## src/logic/lcr_pkg.sv

```systemverilog
// shared constants for the link control register block
package lcr_pkg;
	localparam int APB_AW = 12;
	localparam logic [APB_AW-1:0] LINK_CONTROL_REG_OFS = 12'h0050;
	localparam int REG_W = 16;
	// field positions
	localparam int ASPM_LSB = 0;
	localparam int ASPM_MSB = 1;
	localparam int RCB_BIT = 3;
	localparam int LINK_DISABLE_BIT_BIT = 4;
	localparam int RETRAIN_BIT = 5;
	localparam int COMMON_REFCLK_FLAG_BIT = 6;
	localparam int EXTENDED_SYNC_BIT_BIT = 7;
	localparam int CLKPM_BIT = 8;
	// reset values and hardwired read values
	localparam logic [1:0] ASPM_RST = 2'h0;
	localparam logic LINK_DISABLE_BIT_RST = 1'b0;
	localparam logic COMMON_REFCLK_FLAG_RST = 1'b0;
	localparam logic EXTENDED_SYNC_BIT_RST = 1'b0;
	localparam logic RCB_VAL = 1'b0;
	localparam logic CLKPM_VAL = 1'b0;
	// power management control encodings
	typedef enum logic [1:0] {
		LCR_ASPM_OFF = 2'b00,
		LCR_ASPM_STANDBY = 2'b01,
		LCR_ASPM_SLEEP = 2'b10,
		LCR_ASPM_BOTH = 2'b11
	} lcr_aspm_t;
endpackage

```

## src/logic/lcr_retrain_if.sv

```systemverilog
// carrier between the register bank and the retrain trigger
`timescale 1ns/1ps
`default_nettype none
interface lcr_retrain_if;
	logic wrOne;
	logic allowed;
	logic pulse;
	modport bank (output wrOne, output allowed, input pulse);
	modport trig (input wrOne, input allowed, output pulse);
endinterface
`default_nettype wire

```

## src/logic/lcr_retrain.sv

```systemverilog
// one-cycle retrain request toward the training state machine
`timescale 1ns/1ps
`default_nettype none
module lcr_retrain
	import lcr_pkg::*;
(
	input wire logic ref_clk,
	input wire logic rstn,
	lcr_retrain_if.trig rt
);
	logic pulse_q;
	logic pulse_d;

	// fires on the same edge that stores the other fields, so they apply to this retrain
	always_comb begin
		pulse_d = rt.wrOne & rt.allowed;
	end

	always_ff @(posedge ref_clk or negedge rstn) begin
		if (!rstn) begin
			pulse_q <= 1'b0;
		end else begin
			pulse_q <= pulse_d;
		end
	end

	assign rt.pulse = pulse_q;
endmodule
`default_nettype wire

```

## src/logic/lcr_link_control.sv

```systemverilog
// link control register bank with apb slave
`timescale 1ns/1ps
`default_nettype none
// Summary of operation
// power management field: 0 off, 1 standby, 2 sleep, 3 both allowed
// power management field resets to zero; eeprom load may replace it
// read completion boundary bit reads zero and is read-only
// downstream port: link disable bit holds the link disabled while set
// upstream port: link disable bit has no effect on the link
// writing one to retrain bit sends training machine to recovery
// retrain bit always reads back zero
// fields written together with retrain apply to that retraining
// upstream with unlock clear: retrain reads zero, writes do nothing
// upstream with unlock set: writing one retrains the upstream link
// common clock flag is software writable, resets to zero
// extended sync bit asks for extra ordered sets on exit and recovery
// clock power management enable reads zero, read-only
// reserved bits 2 and 15 to 9 read zero, writes ignored
module lcr_link_control
	import lcr_pkg::*;
#(
	parameter bit IS_UPSTREAM = 1'b0
)(
	input wire logic ref_clk,
	input wire logic rstn,
	input wire logic psel,
	input wire logic penable,
	input wire logic pwrite,
	input wire logic [APB_AW-1:0] paddr,
	input wire logic [31:0] pwdata,
	input wire logic [3:0] pstrb,
	output logic [31:0] prdata,
	output logic pready,
	output logic pslverr,
	input wire logic register_unlock_bit,
	input wire logic eepromLoad,
	input wire logic [1:0] eepromAspm,
	output logic [1:0] aspmCtl,
	output logic linkDisable,
	output logic retrainReq,
	output logic commonClk,
	output logic extSync
);
	lcr_retrain_if rt();

	logic [1:0] aspm_q;
	logic link_disable_bit_q;
	logic common_refclk_flag_q;
	logic extended_sync_bit_q;
	logic linkDis_q;
	logic [31:0] prdata_q;
	logic pready_q;
	logic pslverr_q;
	logic hit;
	logic accWr;
	logic lowLane;
	logic retrainOk;

	////////////////////////////////////////////////////////////////////////
	// helpers

	function automatic logic [REG_W-1:0] readView(
		input logic [1:0] aspm,
		input logic link_disable_bit,
		input logic common_refclk_flag,
		input logic extended_sync_bit
	);
		logic [REG_W-1:0] v;
		v = '0;
		v[ASPM_MSB:ASPM_LSB] = aspm;
		v[RCB_BIT] = RCB_VAL;
		v[LINK_DISABLE_BIT_BIT] = link_disable_bit;
		v[RETRAIN_BIT] = 1'b0;
		v[COMMON_REFCLK_FLAG_BIT] = common_refclk_flag;
		v[EXTENDED_SYNC_BIT_BIT] = extended_sync_bit;
		v[CLKPM_BIT] = CLKPM_VAL;
		return v;
	endfunction

	////////////////////////////////////////////////////////////////////////
	// apb decode

	always_comb begin
		hit = (paddr == LINK_CONTROL_REG_OFS);
		// writes land only at the access edge where pready is sampled high
		accWr = psel & penable & pready_q & pwrite & hit;
		lowLane = pstrb[0];
		// upstream retrain stays locked unless the switch unlock bit is set
		retrainOk = !IS_UPSTREAM || register_unlock_bit;
	end

	// wait state free: answer is ready in the first access cycle
	always_ff @(posedge ref_clk or negedge rstn) begin
		if (!rstn) begin
			pready_q <= 1'b0;
		end else begin
			pready_q <= psel & ~penable;
		end
	end

	always_ff @(posedge ref_clk or negedge rstn) begin
		if (!rstn) begin
			pslverr_q <= 1'b0;
		end else begin
			pslverr_q <= psel & ~penable & ~hit;
		end
	end

	// read data captured in setup; unmapped reads return zero
	always_ff @(posedge ref_clk or negedge rstn) begin
		if (!rstn) begin
			prdata_q <= '0;
		end else if (psel && !penable && !pwrite && hit) begin
			prdata_q <= {16'h0000, readView(aspm_q, link_disable_bit_q, common_refclk_flag_q, extended_sync_bit_q)};
		end else if (psel && !penable) begin
			prdata_q <= '0;
		end
	end

	////////////////////////////////////////////////////////////////////////
	// register fields

	// software write wins over an eeprom load in the same cycle
	always_ff @(posedge ref_clk or negedge rstn) begin
		if (!rstn) begin
			aspm_q <= ASPM_RST;
		end else if (accWr && lowLane) begin
			aspm_q <= pwdata[ASPM_MSB:ASPM_LSB];
		end else if (eepromLoad) begin
			aspm_q <= eepromAspm;
		end
	end

	always_ff @(posedge ref_clk or negedge rstn) begin
		if (!rstn) begin
			link_disable_bit_q <= LINK_DISABLE_BIT_RST;
		end else if (accWr && lowLane) begin
			link_disable_bit_q <= pwdata[LINK_DISABLE_BIT_BIT];
		end
	end

	always_ff @(posedge ref_clk or negedge rstn) begin
		if (!rstn) begin
			common_refclk_flag_q <= COMMON_REFCLK_FLAG_RST;
		end else if (accWr && lowLane) begin
			common_refclk_flag_q <= pwdata[COMMON_REFCLK_FLAG_BIT];
		end
	end

	always_ff @(posedge ref_clk or negedge rstn) begin
		if (!rstn) begin
			extended_sync_bit_q <= EXTENDED_SYNC_BIT_RST;
		end else if (accWr && lowLane) begin
			extended_sync_bit_q <= pwdata[EXTENDED_SYNC_BIT_BIT];
		end
	end

	// stored bit stays readable upstream, but never reaches the link there
	always_ff @(posedge ref_clk or negedge rstn) begin
		if (!rstn) begin
			linkDis_q <= 1'b0;
		end else if (accWr && lowLane) begin
			linkDis_q <= pwdata[LINK_DISABLE_BIT_BIT] & !IS_UPSTREAM;
		end
	end

	////////////////////////////////////////////////////////////////////////
	// retrain trigger

	assign rt.wrOne = accWr & lowLane & pwdata[RETRAIN_BIT];
	assign rt.allowed = retrainOk;

	lcr_retrain u_retrain (
		.ref_clk(ref_clk),
		.rstn(rstn),
		.rt(rt)
	);

	////////////////////////////////////////////////////////////////////////
	// outputs

	assign prdata = prdata_q;
	assign pready = pready_q;
	assign pslverr = pslverr_q;
	assign aspmCtl = aspm_q;
	assign linkDisable = linkDis_q;
	assign retrainReq = rt.pulse;
	assign commonClk = common_refclk_flag_q;
	assign extSync = extended_sync_bit_q;
endmodule
`default_nettype wire

```

## config.mk

```make
export PLATFORM = sky130hd
export DESIGN_NAME = lcr_link_control
export DESIGN_NICKNAME = d
export VERILOG_FILES = /design/src/logic/lcr_pkg.sv /design/src/logic/lcr_retrain_if.sv /design/src/logic/lcr_retrain.sv /design/src/logic/lcr_link_control.sv
export SDC_FILE = /design/constraint.sdc
export NUM_CORES = 1
export LEC_CHECK = 0
export ABC_AREA = 1
export BUFFER_PORTS_ARGS = -buffer_cell sky130_fd_sc_hd__buf_2
export CAP_MARGIN = 15
export CORE_ASPECT_RATIO = 0.6
export CORE_UTILIZATION = 33
export CTS_CLUSTER_DIAMETER = 40
export DETAILED_ROUTE_END_ITERATION = 6
export PLACE_DENSITY = 0.79
export SYNTH_ARGS = -nofsm -noshare
export SYNTH_HDL_FRONTEND = slang
export SYNTH_SLANG_ARGS = --single-unit
```

## constraint.sdc

```tcl
create_clock -name ref_clk -period 1.3 [get_ports ref_clk]
set_input_delay 0.065 -clock ref_clk [delete_from_list [all_inputs] [get_ports ref_clk]]
set_output_delay 0.065 -clock ref_clk [all_outputs]
set_load 0.05 [all_outputs]
```

# Word level (Yosys, flattened, before mapping)
# Index checks and enable logic that the tools add are counted.
dict set report totals {
  ff_bits 40
}
dict set report op_classes {
  eq_ne 1
  muxes 4
  bitwise_logic 10
  n_reduce_logical 8
}
# op count
set op_table {}
lappend op_table {{$mux 32} 2}
lappend op_table {{$eq 12x7->1 const B} 1}
lappend op_table {{$and 1x1->1} 8}
lappend op_table {{$logic_and 1x1->1} 4}
lappend op_table {{$mux 2} 2}
lappend op_table {{$reduce_bool 2->1} 2}
lappend op_table {{$logic_not 1->1} 2}
lappend op_table {{$not 1->1} 2}

# Longest topological paths before layout
# Gate-level depths: netlist of run 1.
dict set report depth {
  depth_word 6
  mapped_depth 8
}

# Hierarchy
# Synthesis of run 1 repeated with hierarchy kept, for this count alone.
dict set report unflattened {
  hier_cells 109
  area_unflattened_um2 863.3
}
# mod n_inst cells_per_inst area_per_inst_um2
set by_module_without_submodules {}
lappend by_module_without_submodules {lcr_link_control 1 106 830.8}
lappend by_module_without_submodules {lcr_retrain 1 3 32.5}

# Worst setup path after synthesis of run 1
# No wires, ideal clock.
dict set report synth_timing {
  path_type {register to register}
  start {register pready_q (netlist: pready)}
  end {register common_refclk_flag_q (netlist: commonClk)}
  setup_time_ps 120
  t_arrival_ps 1247
  path_slack_ps -67
  stages_incl_launch_ff 7
  n_path_buf 1
  synth_period_minus_slack_ps 1367
  path_cell_list {dfrtp_1 > nand3_1 > nor2_2 > nand3_2 > buf_6 > nand2_1 > o21ai_2}
}
dict set report synth_via {
  elab_chain_cells 4
}
# item line_no
set synth_lines {}
lappend synth_lines {{start: declaration} lcr_link_control.sv:52} ;# logic pready_q;
lappend synth_lines {{start signal: assignment} lcr_link_control.sv:97} ;# pready_q <= psel & ~penable;
lappend synth_lines {{$and 1x1->1 (3 in a row)} lcr_link_control.sv:86} ;# accWr = psel & penable & pready_q & pwrite & hit;
lappend synth_lines {{$logic_and 1x1->1} lcr_link_control.sv:145} ;# end else if (accWr && lowLane) begin
lappend synth_lines {{end signal: assignment} lcr_link_control.sv:146} ;# common_refclk_flag_q <= pwdata[COMMON_REFCLK_FLAG_BIT];
lappend synth_lines {{end: declaration} lcr_link_control.sv:48} ;# logic common_refclk_flag_q;
# Every way passes these cells.
# A chain may end at the register's enable or synchronous reset.

# Worst setup path after layout of run 1
dict set report layout_timing {
  start {input penable}
  end {register aspm_q[1] (netlist: aspmCtl[1])}
}
dict set report layout_via {
  elab_chain_cells 6
}
# item line_no
set layout_lines {}
lappend layout_lines {{start: declaration} lcr_link_control.sv:27} ;# input wire logic penable,
lappend layout_lines {{$and 1x1->1 * (4 in a row)} lcr_link_control.sv:86}
lappend layout_lines {{$logic_and 1x1->1 *} lcr_link_control.sv:127} ;# end else if (accWr && lowLane) begin
lappend layout_lines {{$mux 2 / $reduce_bool 2->1 (equally long branches)} n/a}
lappend layout_lines {{end signal: assignment} lcr_link_control.sv:128} ;# aspm_q <= pwdata[ASPM_MSB:ASPM_LSB];
lappend layout_lines {{end signal: assignment} lcr_link_control.sv:130} ;# aspm_q <= eepromAspm;
lappend layout_lines {{end: declaration} lcr_link_control.sv:46} ;# logic [1:0] aspm_q;
# Every way passes the cells marked *; elsewhere a longest branch is shown, timed or not.

==> results of run 1 <==
[worst max path at each step]
stage             from          end  slack (ps)
2_1_floorplan   pready    commonClk          70
3_3_place_gp    pready  linkDisable         130
3_5_place_dp    pready      extSync         130
4_1_cts        penable   aspmCtl[1]          30
5_1_grt        penable  linkDisable          20
6_report       penable   aspmCtl[1]         140
[logic make-up after synthesis]
group,Yosys count
buffers and inverters,38
other,1
flip-flops,13
AND/OR/NAND/NOR,49
AO/OA/AOI/OAI,3
[registers in the layout, indices dropped and copies added (netlist names)]
signal,flops
commonClk,1
pready,1
extSync,1
aspmCtl,2
pslverr,1
u_retrain.rt.pulse,1
linkDisable,1
prdata,5
[metrics by stage]
step,setup WS (ps),total power (uW),area [um^2]
after floorplan,72.3,720,945
after global placement,130,716,952
after detailed placement,131,718,952
after CTS,26.5,1080,1020
after global routing,24.1,1120,1030
final,144,1070,1030
[cells in the mapped netlist]
master	count	area (um^2)
buf_4	27	203
nand2_1	24	90.1
dfrtp_1	13	325
inv_1	9	33.8
nand3_1	8	40.0
nor2_1	7	26.3
nor2_2	3	18.8
o21ai_2	3	26.3
buf_6	2	22.5
nand4_1	2	12.5
and2_4	1	8.76
and2b_1	1	7.51
conb_1	1	3.75
nand2_2	1	6.26
nand3_2	1	10.0
nor2_4	1	11.3
[per-layer routing]
| layer | routed length (um) | GRT usage [%] | up-vias |
|---|---|---|---|
| li1 | - | - | 347 |
| met1 | 718 | 14.6 | 263 |
| met2 | 672 | 19.5 | 29 |
| met3 | 133 | 4.17 | 5 |
| met4 | 28 | 6.38 | 0 |
| met5 | 0 | 0 | - |
[critical path, stage by stage]
cell and delay (ps):
dlygate4sd3_1 510, buf_2 110, nand3_1 110, nor2_4 160, nand3_4 160, nand3_1 110, nand2_1 60
[timing repair]
action                                 in CTS  in global routing
endpoints found under the hold margin      14                  0
resized for setup                           0                  2
hold buffers                                2                  0
setup endpoints to repair                   0                  5
[final cells by class]
type,instances,share of cell area [%]
multi-input combinational,79,36.1
sequential,13,31.7
timing repair buffer,41,20.9
clock buffer,4,4.37
tap,30,3.65
inverter,9,3.28
[power by group through the flow]
stage	Combinational, uW	Sequential (uW)	Clock (uW)
after floorplan	262	457	0
after global placement	290	426	0
after detailed placement	291	427	0
after CTS	296	419	367
after global routing	320	421	382
final	297	420	356
==> key figures, run 1 <==
Logic synthesis
  • Synthesized-area fraction occupied by ao, oa, aoi and oai cells: 3.11%
  • Number of warnings issued by yosys: 0
  • Post-synthesis instance area: 846 um^2
  • Count of state elements after synthesis: 13
  • Mean instance size in the synthesized netlist: 8.13 um^2
  • Xor/xnor share of the synthesized area: 0%
  • Fraction of the mapped netlist area in adder cells: 0%
  • Part of the Yosys area used for sequential elements: 38.5%
  • Dominant combinational cell family by area after synthesis: buffers and inverters
  • Post-synthesis simple-gate area fraction: 27.4%
  • Share of cell area taken by muxes after synthesis: 0%
  • Post-synthesis cell type count: 16
  • Number of standard cells after synthesis: 104

Placed design
  • Total of buffers placed on input and output ports: 39
  • Placed wire-length estimate: 1270 um
  • GP Congestion: 0.711
  • Placed cell count: 170

Timing
  • RSZ-0062 raised after global routing: false
  • Number of max-slew violations in the final report: 0
  • Share of the cycle needed by the critical path after routing: 88.9%
  • Number of hold violations in the final report: 0
  • Setup TNS Final: 0 ps
  • Hold Slack: 26.4 ps
  • Post-layout minimum cycle time: 1160 ps
  • F_max: 0.865 GHz
  • Setup clock skew after layout: 1.03 ps
  • Final setup vio count: 0

CTS
  • Setup fix buffers added after clock tree synthesis: 0
  • Clock insertion delay at the later pin of the skew report: 240 ps
  • CTS buffer count: 3
  • Sink count of the clock tree: 13
  • TritonCTS clock tree: built
  • Maximum clock path buffer count: 2
  • Clock Pin Slew Worst Setup and Hold Paths: 50 ps
  • Deepest level of the CTS H-tree: 1
  • Clock root buffer master: clkbuf_8

Setup path
  • Worst Reg2Reg Path Length in Cells: 5
  • Internal reg-to-reg setup slack: 240 ps
  • Highest fanout seen on the critical path: 11
  • Worst setup SP type: input pin
  • Crit path arrival time: 1290 ps
  • Worst r2r dst: aspmCtl[1]
  • R2R Path Start: pready
  • Kind of end point of the critical path: flop
  • Crit Path Category: input pin to flop
  • Crit path required time: 1430 ps

Power and ir drop
  • Power share of the combinational group: 27.7%
  • Sequential group share of total power: 39.1%
  • Net Switching: 393 uW
  • Leakage power summed over all cells: 0.000633 uW
  • Clock power frac: 33.1%
  • Maximum ir drop on the vdd rail: 0.000332 V
  • Power density relative to cell area: 1040 nW/um^2
  • Pint: 680 uW
  • Net switching fraction of the power: 36.6%

Worst hold path
  • Worst Hold Class: input pin to flop
  • Hold-critical path endpoint: u_retrain.rt.pulse
  • Min-Delay Path Depth: 3
  • Start point of the worst hold path: pwdata[5]

Global routing
  • Vias in the first global route: 545
  • First-pass GRT wire length: 2330 um
  • Tot GR Track Use: 12.1%
  • Aggregate global routing overflow: 0
  • Initial antenna violation count: 0
  • Maximum number of pins on one net before global-route repair: 14

Die
  • Initial Utilization: 36.9%
  • Floorplan core area: 2290 um^2
  • I/O pin cnt: 97
  • Row count: 13
  • Die X-Extent: 67.4 um
  • Full die area: 2780 um^2
  • Die height: 41.2 um

Route
  • Number of violations reported at the end of detailed-routing iteration 0: 27
  • Final routed wire length divided by cell count: 8.82 um
  • Mean number of vias per cell: 3.66
  • Routed wire length: 1550 um
  • Via total after detailed routing: 644
  • DRC errors left: 0
  • Detailed-routing iteration count for the pre-antenna-repair pass: 4
  • Count of nets left with antenna violations after detail routing: 0

Finish
  • Footprint of the multi-input gates: 372 um^2
  • Antenna fix cells: 0
  • Count of non-filler cells in the finished layout: 176
  • Final design utilization: 44.9%
  • Share of final-layout standard cells stronger than drive strength 1: 36.3%
  • Footprint of the flip-flops and latches: 327 um^2
  • Most common library cell in the layout ignoring fill and taps: buf_2
  • Most frequent cells in the layout: buf_2 (39), conb_1 (27), nand2_1 (24)
  • Syn-to-layout area delta: 21.7%
  • NumNets Final: 204
  • Fill cell count: 240

Status
  • Outcome: complete, no violations

Run
  • Max cap viols: 0
No activity file was read; power rests on OpenSTA's default activity.
==> run 2, diff against run 1 <==
--- a/config.mk
+++ b/config.mk
@@ -9,10 +9,11 @@
 export BUFFER_PORTS_ARGS = -buffer_cell sky130_fd_sc_hd__buf_2
 export CAP_MARGIN = 15
 export CORE_ASPECT_RATIO = 0.6
-export CORE_UTILIZATION = 33
+export CORE_UTILIZATION = 30
 export CTS_CLUSTER_DIAMETER = 40
 export DETAILED_ROUTE_END_ITERATION = 6
-export PLACE_DENSITY = 0.79
+export HOLD_SLACK_MARGIN = 0.06
+export PLACE_DENSITY = 0.76
 export SYNTH_ARGS = -nofsm -noshare
 export SYNTH_HDL_FRONTEND = slang
 export SYNTH_SLANG_ARGS = --single-unit
==> constraint.sdc (replaced) <==
create_clock -name ref_clk -period 0.9 [get_ports ref_clk]
set_input_delay 0.045 -clock ref_clk [delete_from_list [all_inputs] [get_ports ref_clk]]
set_output_delay 0.045 -clock ref_clk [all_outputs]
set_load 0.05 [all_outputs]
==> key figures, run 2 (same netlist as run 1, synthesis figures left out) <==
Setup path
  • Worst setup SP type: flop
  • CP Buf/Inv Count: 1 (-1)
  • Cell family with the largest share of critical-path delay: flip-flops
  • Slowest library cell on the worst path: dfrtp_2
  • Crit Path Category: flop to flop
  • Peak per-stage delay on the critical path: 360 ps (-150 ps)
  • CP cell instances: nand3_2 > nor2_4 > nand3_4 > buf_12 > nand2_2 > o21ai_2
  • Highest fanout seen on the critical path: 9 (-2)
  • Kind of end point of the critical path: flop
  • Crit path arrival time: 1150 ps (-140 ps)
  • Crit path required time: 1030 ps (-400 ps)

Die
  • I/O pin cnt: 97 (unchanged)
  • Initial Utilization: 32.6% (-4.3 points)
  • Die X-Extent: 70.6 um (+4.7%)
  • Die height: 43.1 um (+4.6%)
  • Full die area: 3040 um^2 (+9.6%)
  • Row count: 14 (+1)
  • Floorplan core area: 2590 um^2 (+13%)

Global routing
  • Tot GR Track Use: 11.6% (-0.54 points)
  • Initial antenna violation count: 0 (unchanged)
  • Vias in the first global route: 663 (+22%)
  • Maximum number of pins on one net before global-route repair: 14 (unchanged)
  • Aggregate global routing overflow: 0 (unchanged)
  • First-pass GRT wire length: 2770 um (+19%)

Run
  • Max cap viols: 0 (unchanged)

Route
  • DRC errors left: 8 (+8)
  • Mean number of vias per cell: 3.72 (+1.7%)
  • Via total after detailed routing: 696 (+8.1%)
  • Count of nets left with antenna violations after detail routing: 0 (unchanged)
  • Routed wire length: 1600 um (+2.8%)
  • Final routed wire length divided by cell count: 8.53 um (-3.3%)
  • Detailed-routing iteration count for the pre-antenna-repair pass: 6 (+2)
  • Number of violations reported at the end of detailed-routing iteration 0: 21 (-22%)

Finish
  • Most common library cell in the layout ignoring fill and taps: buf_2
  • Share of final-layout standard cells stronger than drive strength 1: 43.9% (+7.6 points)
  • Final design utilization: 46.4% (+1.5 points)
  • Antenna fix cells: 0 (unchanged)
  • Number of flip-flops under the largest register name: 5 (unchanged)
  • NumNets Final: 213 (+4.4%)
  • Design area: 1200 um^2 (+17%)
  • Most frequent cells in the layout: buf_2 (29), conb_1 (27), nand2_1 (21)
  • Syn-to-layout area delta: 42.2%

Timing
  • RSZ-0062 raised after global routing: true
  • Post-layout minimum cycle time: 1020 ps
  • Number of hold violations in the final report: 0 (unchanged)
  • Number of max-slew violations in the final report: 0 (unchanged)
  • F_max: 0.980 GHz
  • Final setup vio count: 7 (+7)
  • Final worst setup slack: -121 ps (-265 ps)
  • Setup clock skew after layout: 2.12 ps (+1.09 ps)
  • Share of the cycle needed by the critical path after routing: 113%

CTS
  • Clock insertion delay at the later pin of the skew report: 230 ps (about the same)
  • Maximum clock path buffer count: 2 (unchanged)
  • Sink count of the clock tree: 13 (unchanged)
  • CTS buffer count: 3 (unchanged)
  • Clock Pin Slew Worst Setup and Hold Paths: 50 ps (about the same)
  • Deepest level of the CTS H-tree: 1 (unchanged)
  • TritonCTS clock tree: built
  • Clock root buffer master: clkbuf_8

Power and ir drop
  • Power density relative to cell area: 1290 nW/um^2 (+24%)
  • Leakage power summed over all cells: 0.000695 uW (+9.9%)
  • Maximum ir drop on the vdd rail: 0.000635 V (+92%)

Worst hold path
  • Worst Hold Class: input pin to flop

Status
  • Violated checks: DRC, setup timing
  • Outcome: complete, but fails checks

Placed design
  • Placed wire-length estimate: 1390 um (+9.8%)
  • Area after detailed placement: 1030 um^2 (+8.4%)
  • GP Congestion: 0.754 (+6.1%)
  • Total of buffers placed on input and output ports: 39 (unchanged)
[run 2: changes by cell type in the layout (fill, tap and decap cells not counted), sizes merged]
cell | before | now
buf | 39 | 43
clkbuf | 4 | 8
dlygate4sd3 | 2 | 3
[run 2: final cells by class]
cell class | instances | area, um^2
clock buffer | 4 | 45.0
tap | 32 | 40.0
multi-input combinational | 79 | 412
inverter | 9 | 33.8
timing repair buffer | 50 | 345
sequential | 13 | 327
fill | 267 | 1390
[run 2: path summary, 6_finish.rpt]
path                            from    endpoint  slack (ps)  cells after the start
setup / recovery              pready   commonClk        -120                      6
hold / removal             pwdata[6]   commonClk          60                      3
setup reg to reg              pready   commonClk        -120                      6
hold reg to reg            prdata[1]   prdata[1]         480                      2
max in group asynchronous       rstn      pready         440                      2
min in group asynchronous       rstn  aspmCtl[1]         220                      2
[run 2: timing repair]
action / CTS / global route
gates resized for setup: 4 / 19
endpoints found under the hold margin: 15 / 0
setup endpoints to repair: 12 / 17
buffers inserted: 0 / 3
cloned: 0 / 0
pin swaps: 0 / 3
hold buffers: 3 / 0
[run 2: worst reg2reg max path, delay by kind of cell, from the launching register on]
| family | cells | cell delay [ps] |
|---|---|---|
| buffers and inverters | 1 | 160 |
| flip-flops | 1 | 360 |
| AO/OA/AOI/OAI | 1 | 50 |
| AND/OR/NAND/NOR | 4 | 350 |
[run 2: metrics by stage]
step / total power [uW] / cells / hold WS (ps) / setup TNS [ps] / worst slack [ps]
2_1_floorplan: 1050 / 130 / -251 / -1790 / -314
3_3_place_gp: 1050 / 177 / -57.0 / -588 / -109
3_5_place_dp: 1050 / 177 / -55.0 / -676 / -130
4_1_cts: 1570 / 184 / 66.2 / -835 / -146
5_1_grt: 1640 / 187 / 66.6 / -1020 / -193
6_report: 1560 / 187 / 60.4 / -578 / -121
[run 2: power by group]
| group | total [uW] | internal, uW | switching, uW |
|---|---|---|---|
| sequential | 610 | 598 | 11.9 |
| clock | 494 | 311 | 183 |
| combinational | 453 | 90.7 | 362 |
| total | 1560 | 1000 | 557 |
[run 2: layer usage]
metal	GRT usage (%)	part of all wire, %	routed length, um	vias up
met5	0	0	0	-
met4	1.20	0	0	0
met3	2.14	5.0	79	0
met2	19.8	47	742	25
met1	15.8	48	773	303
li1	-	-	-	368
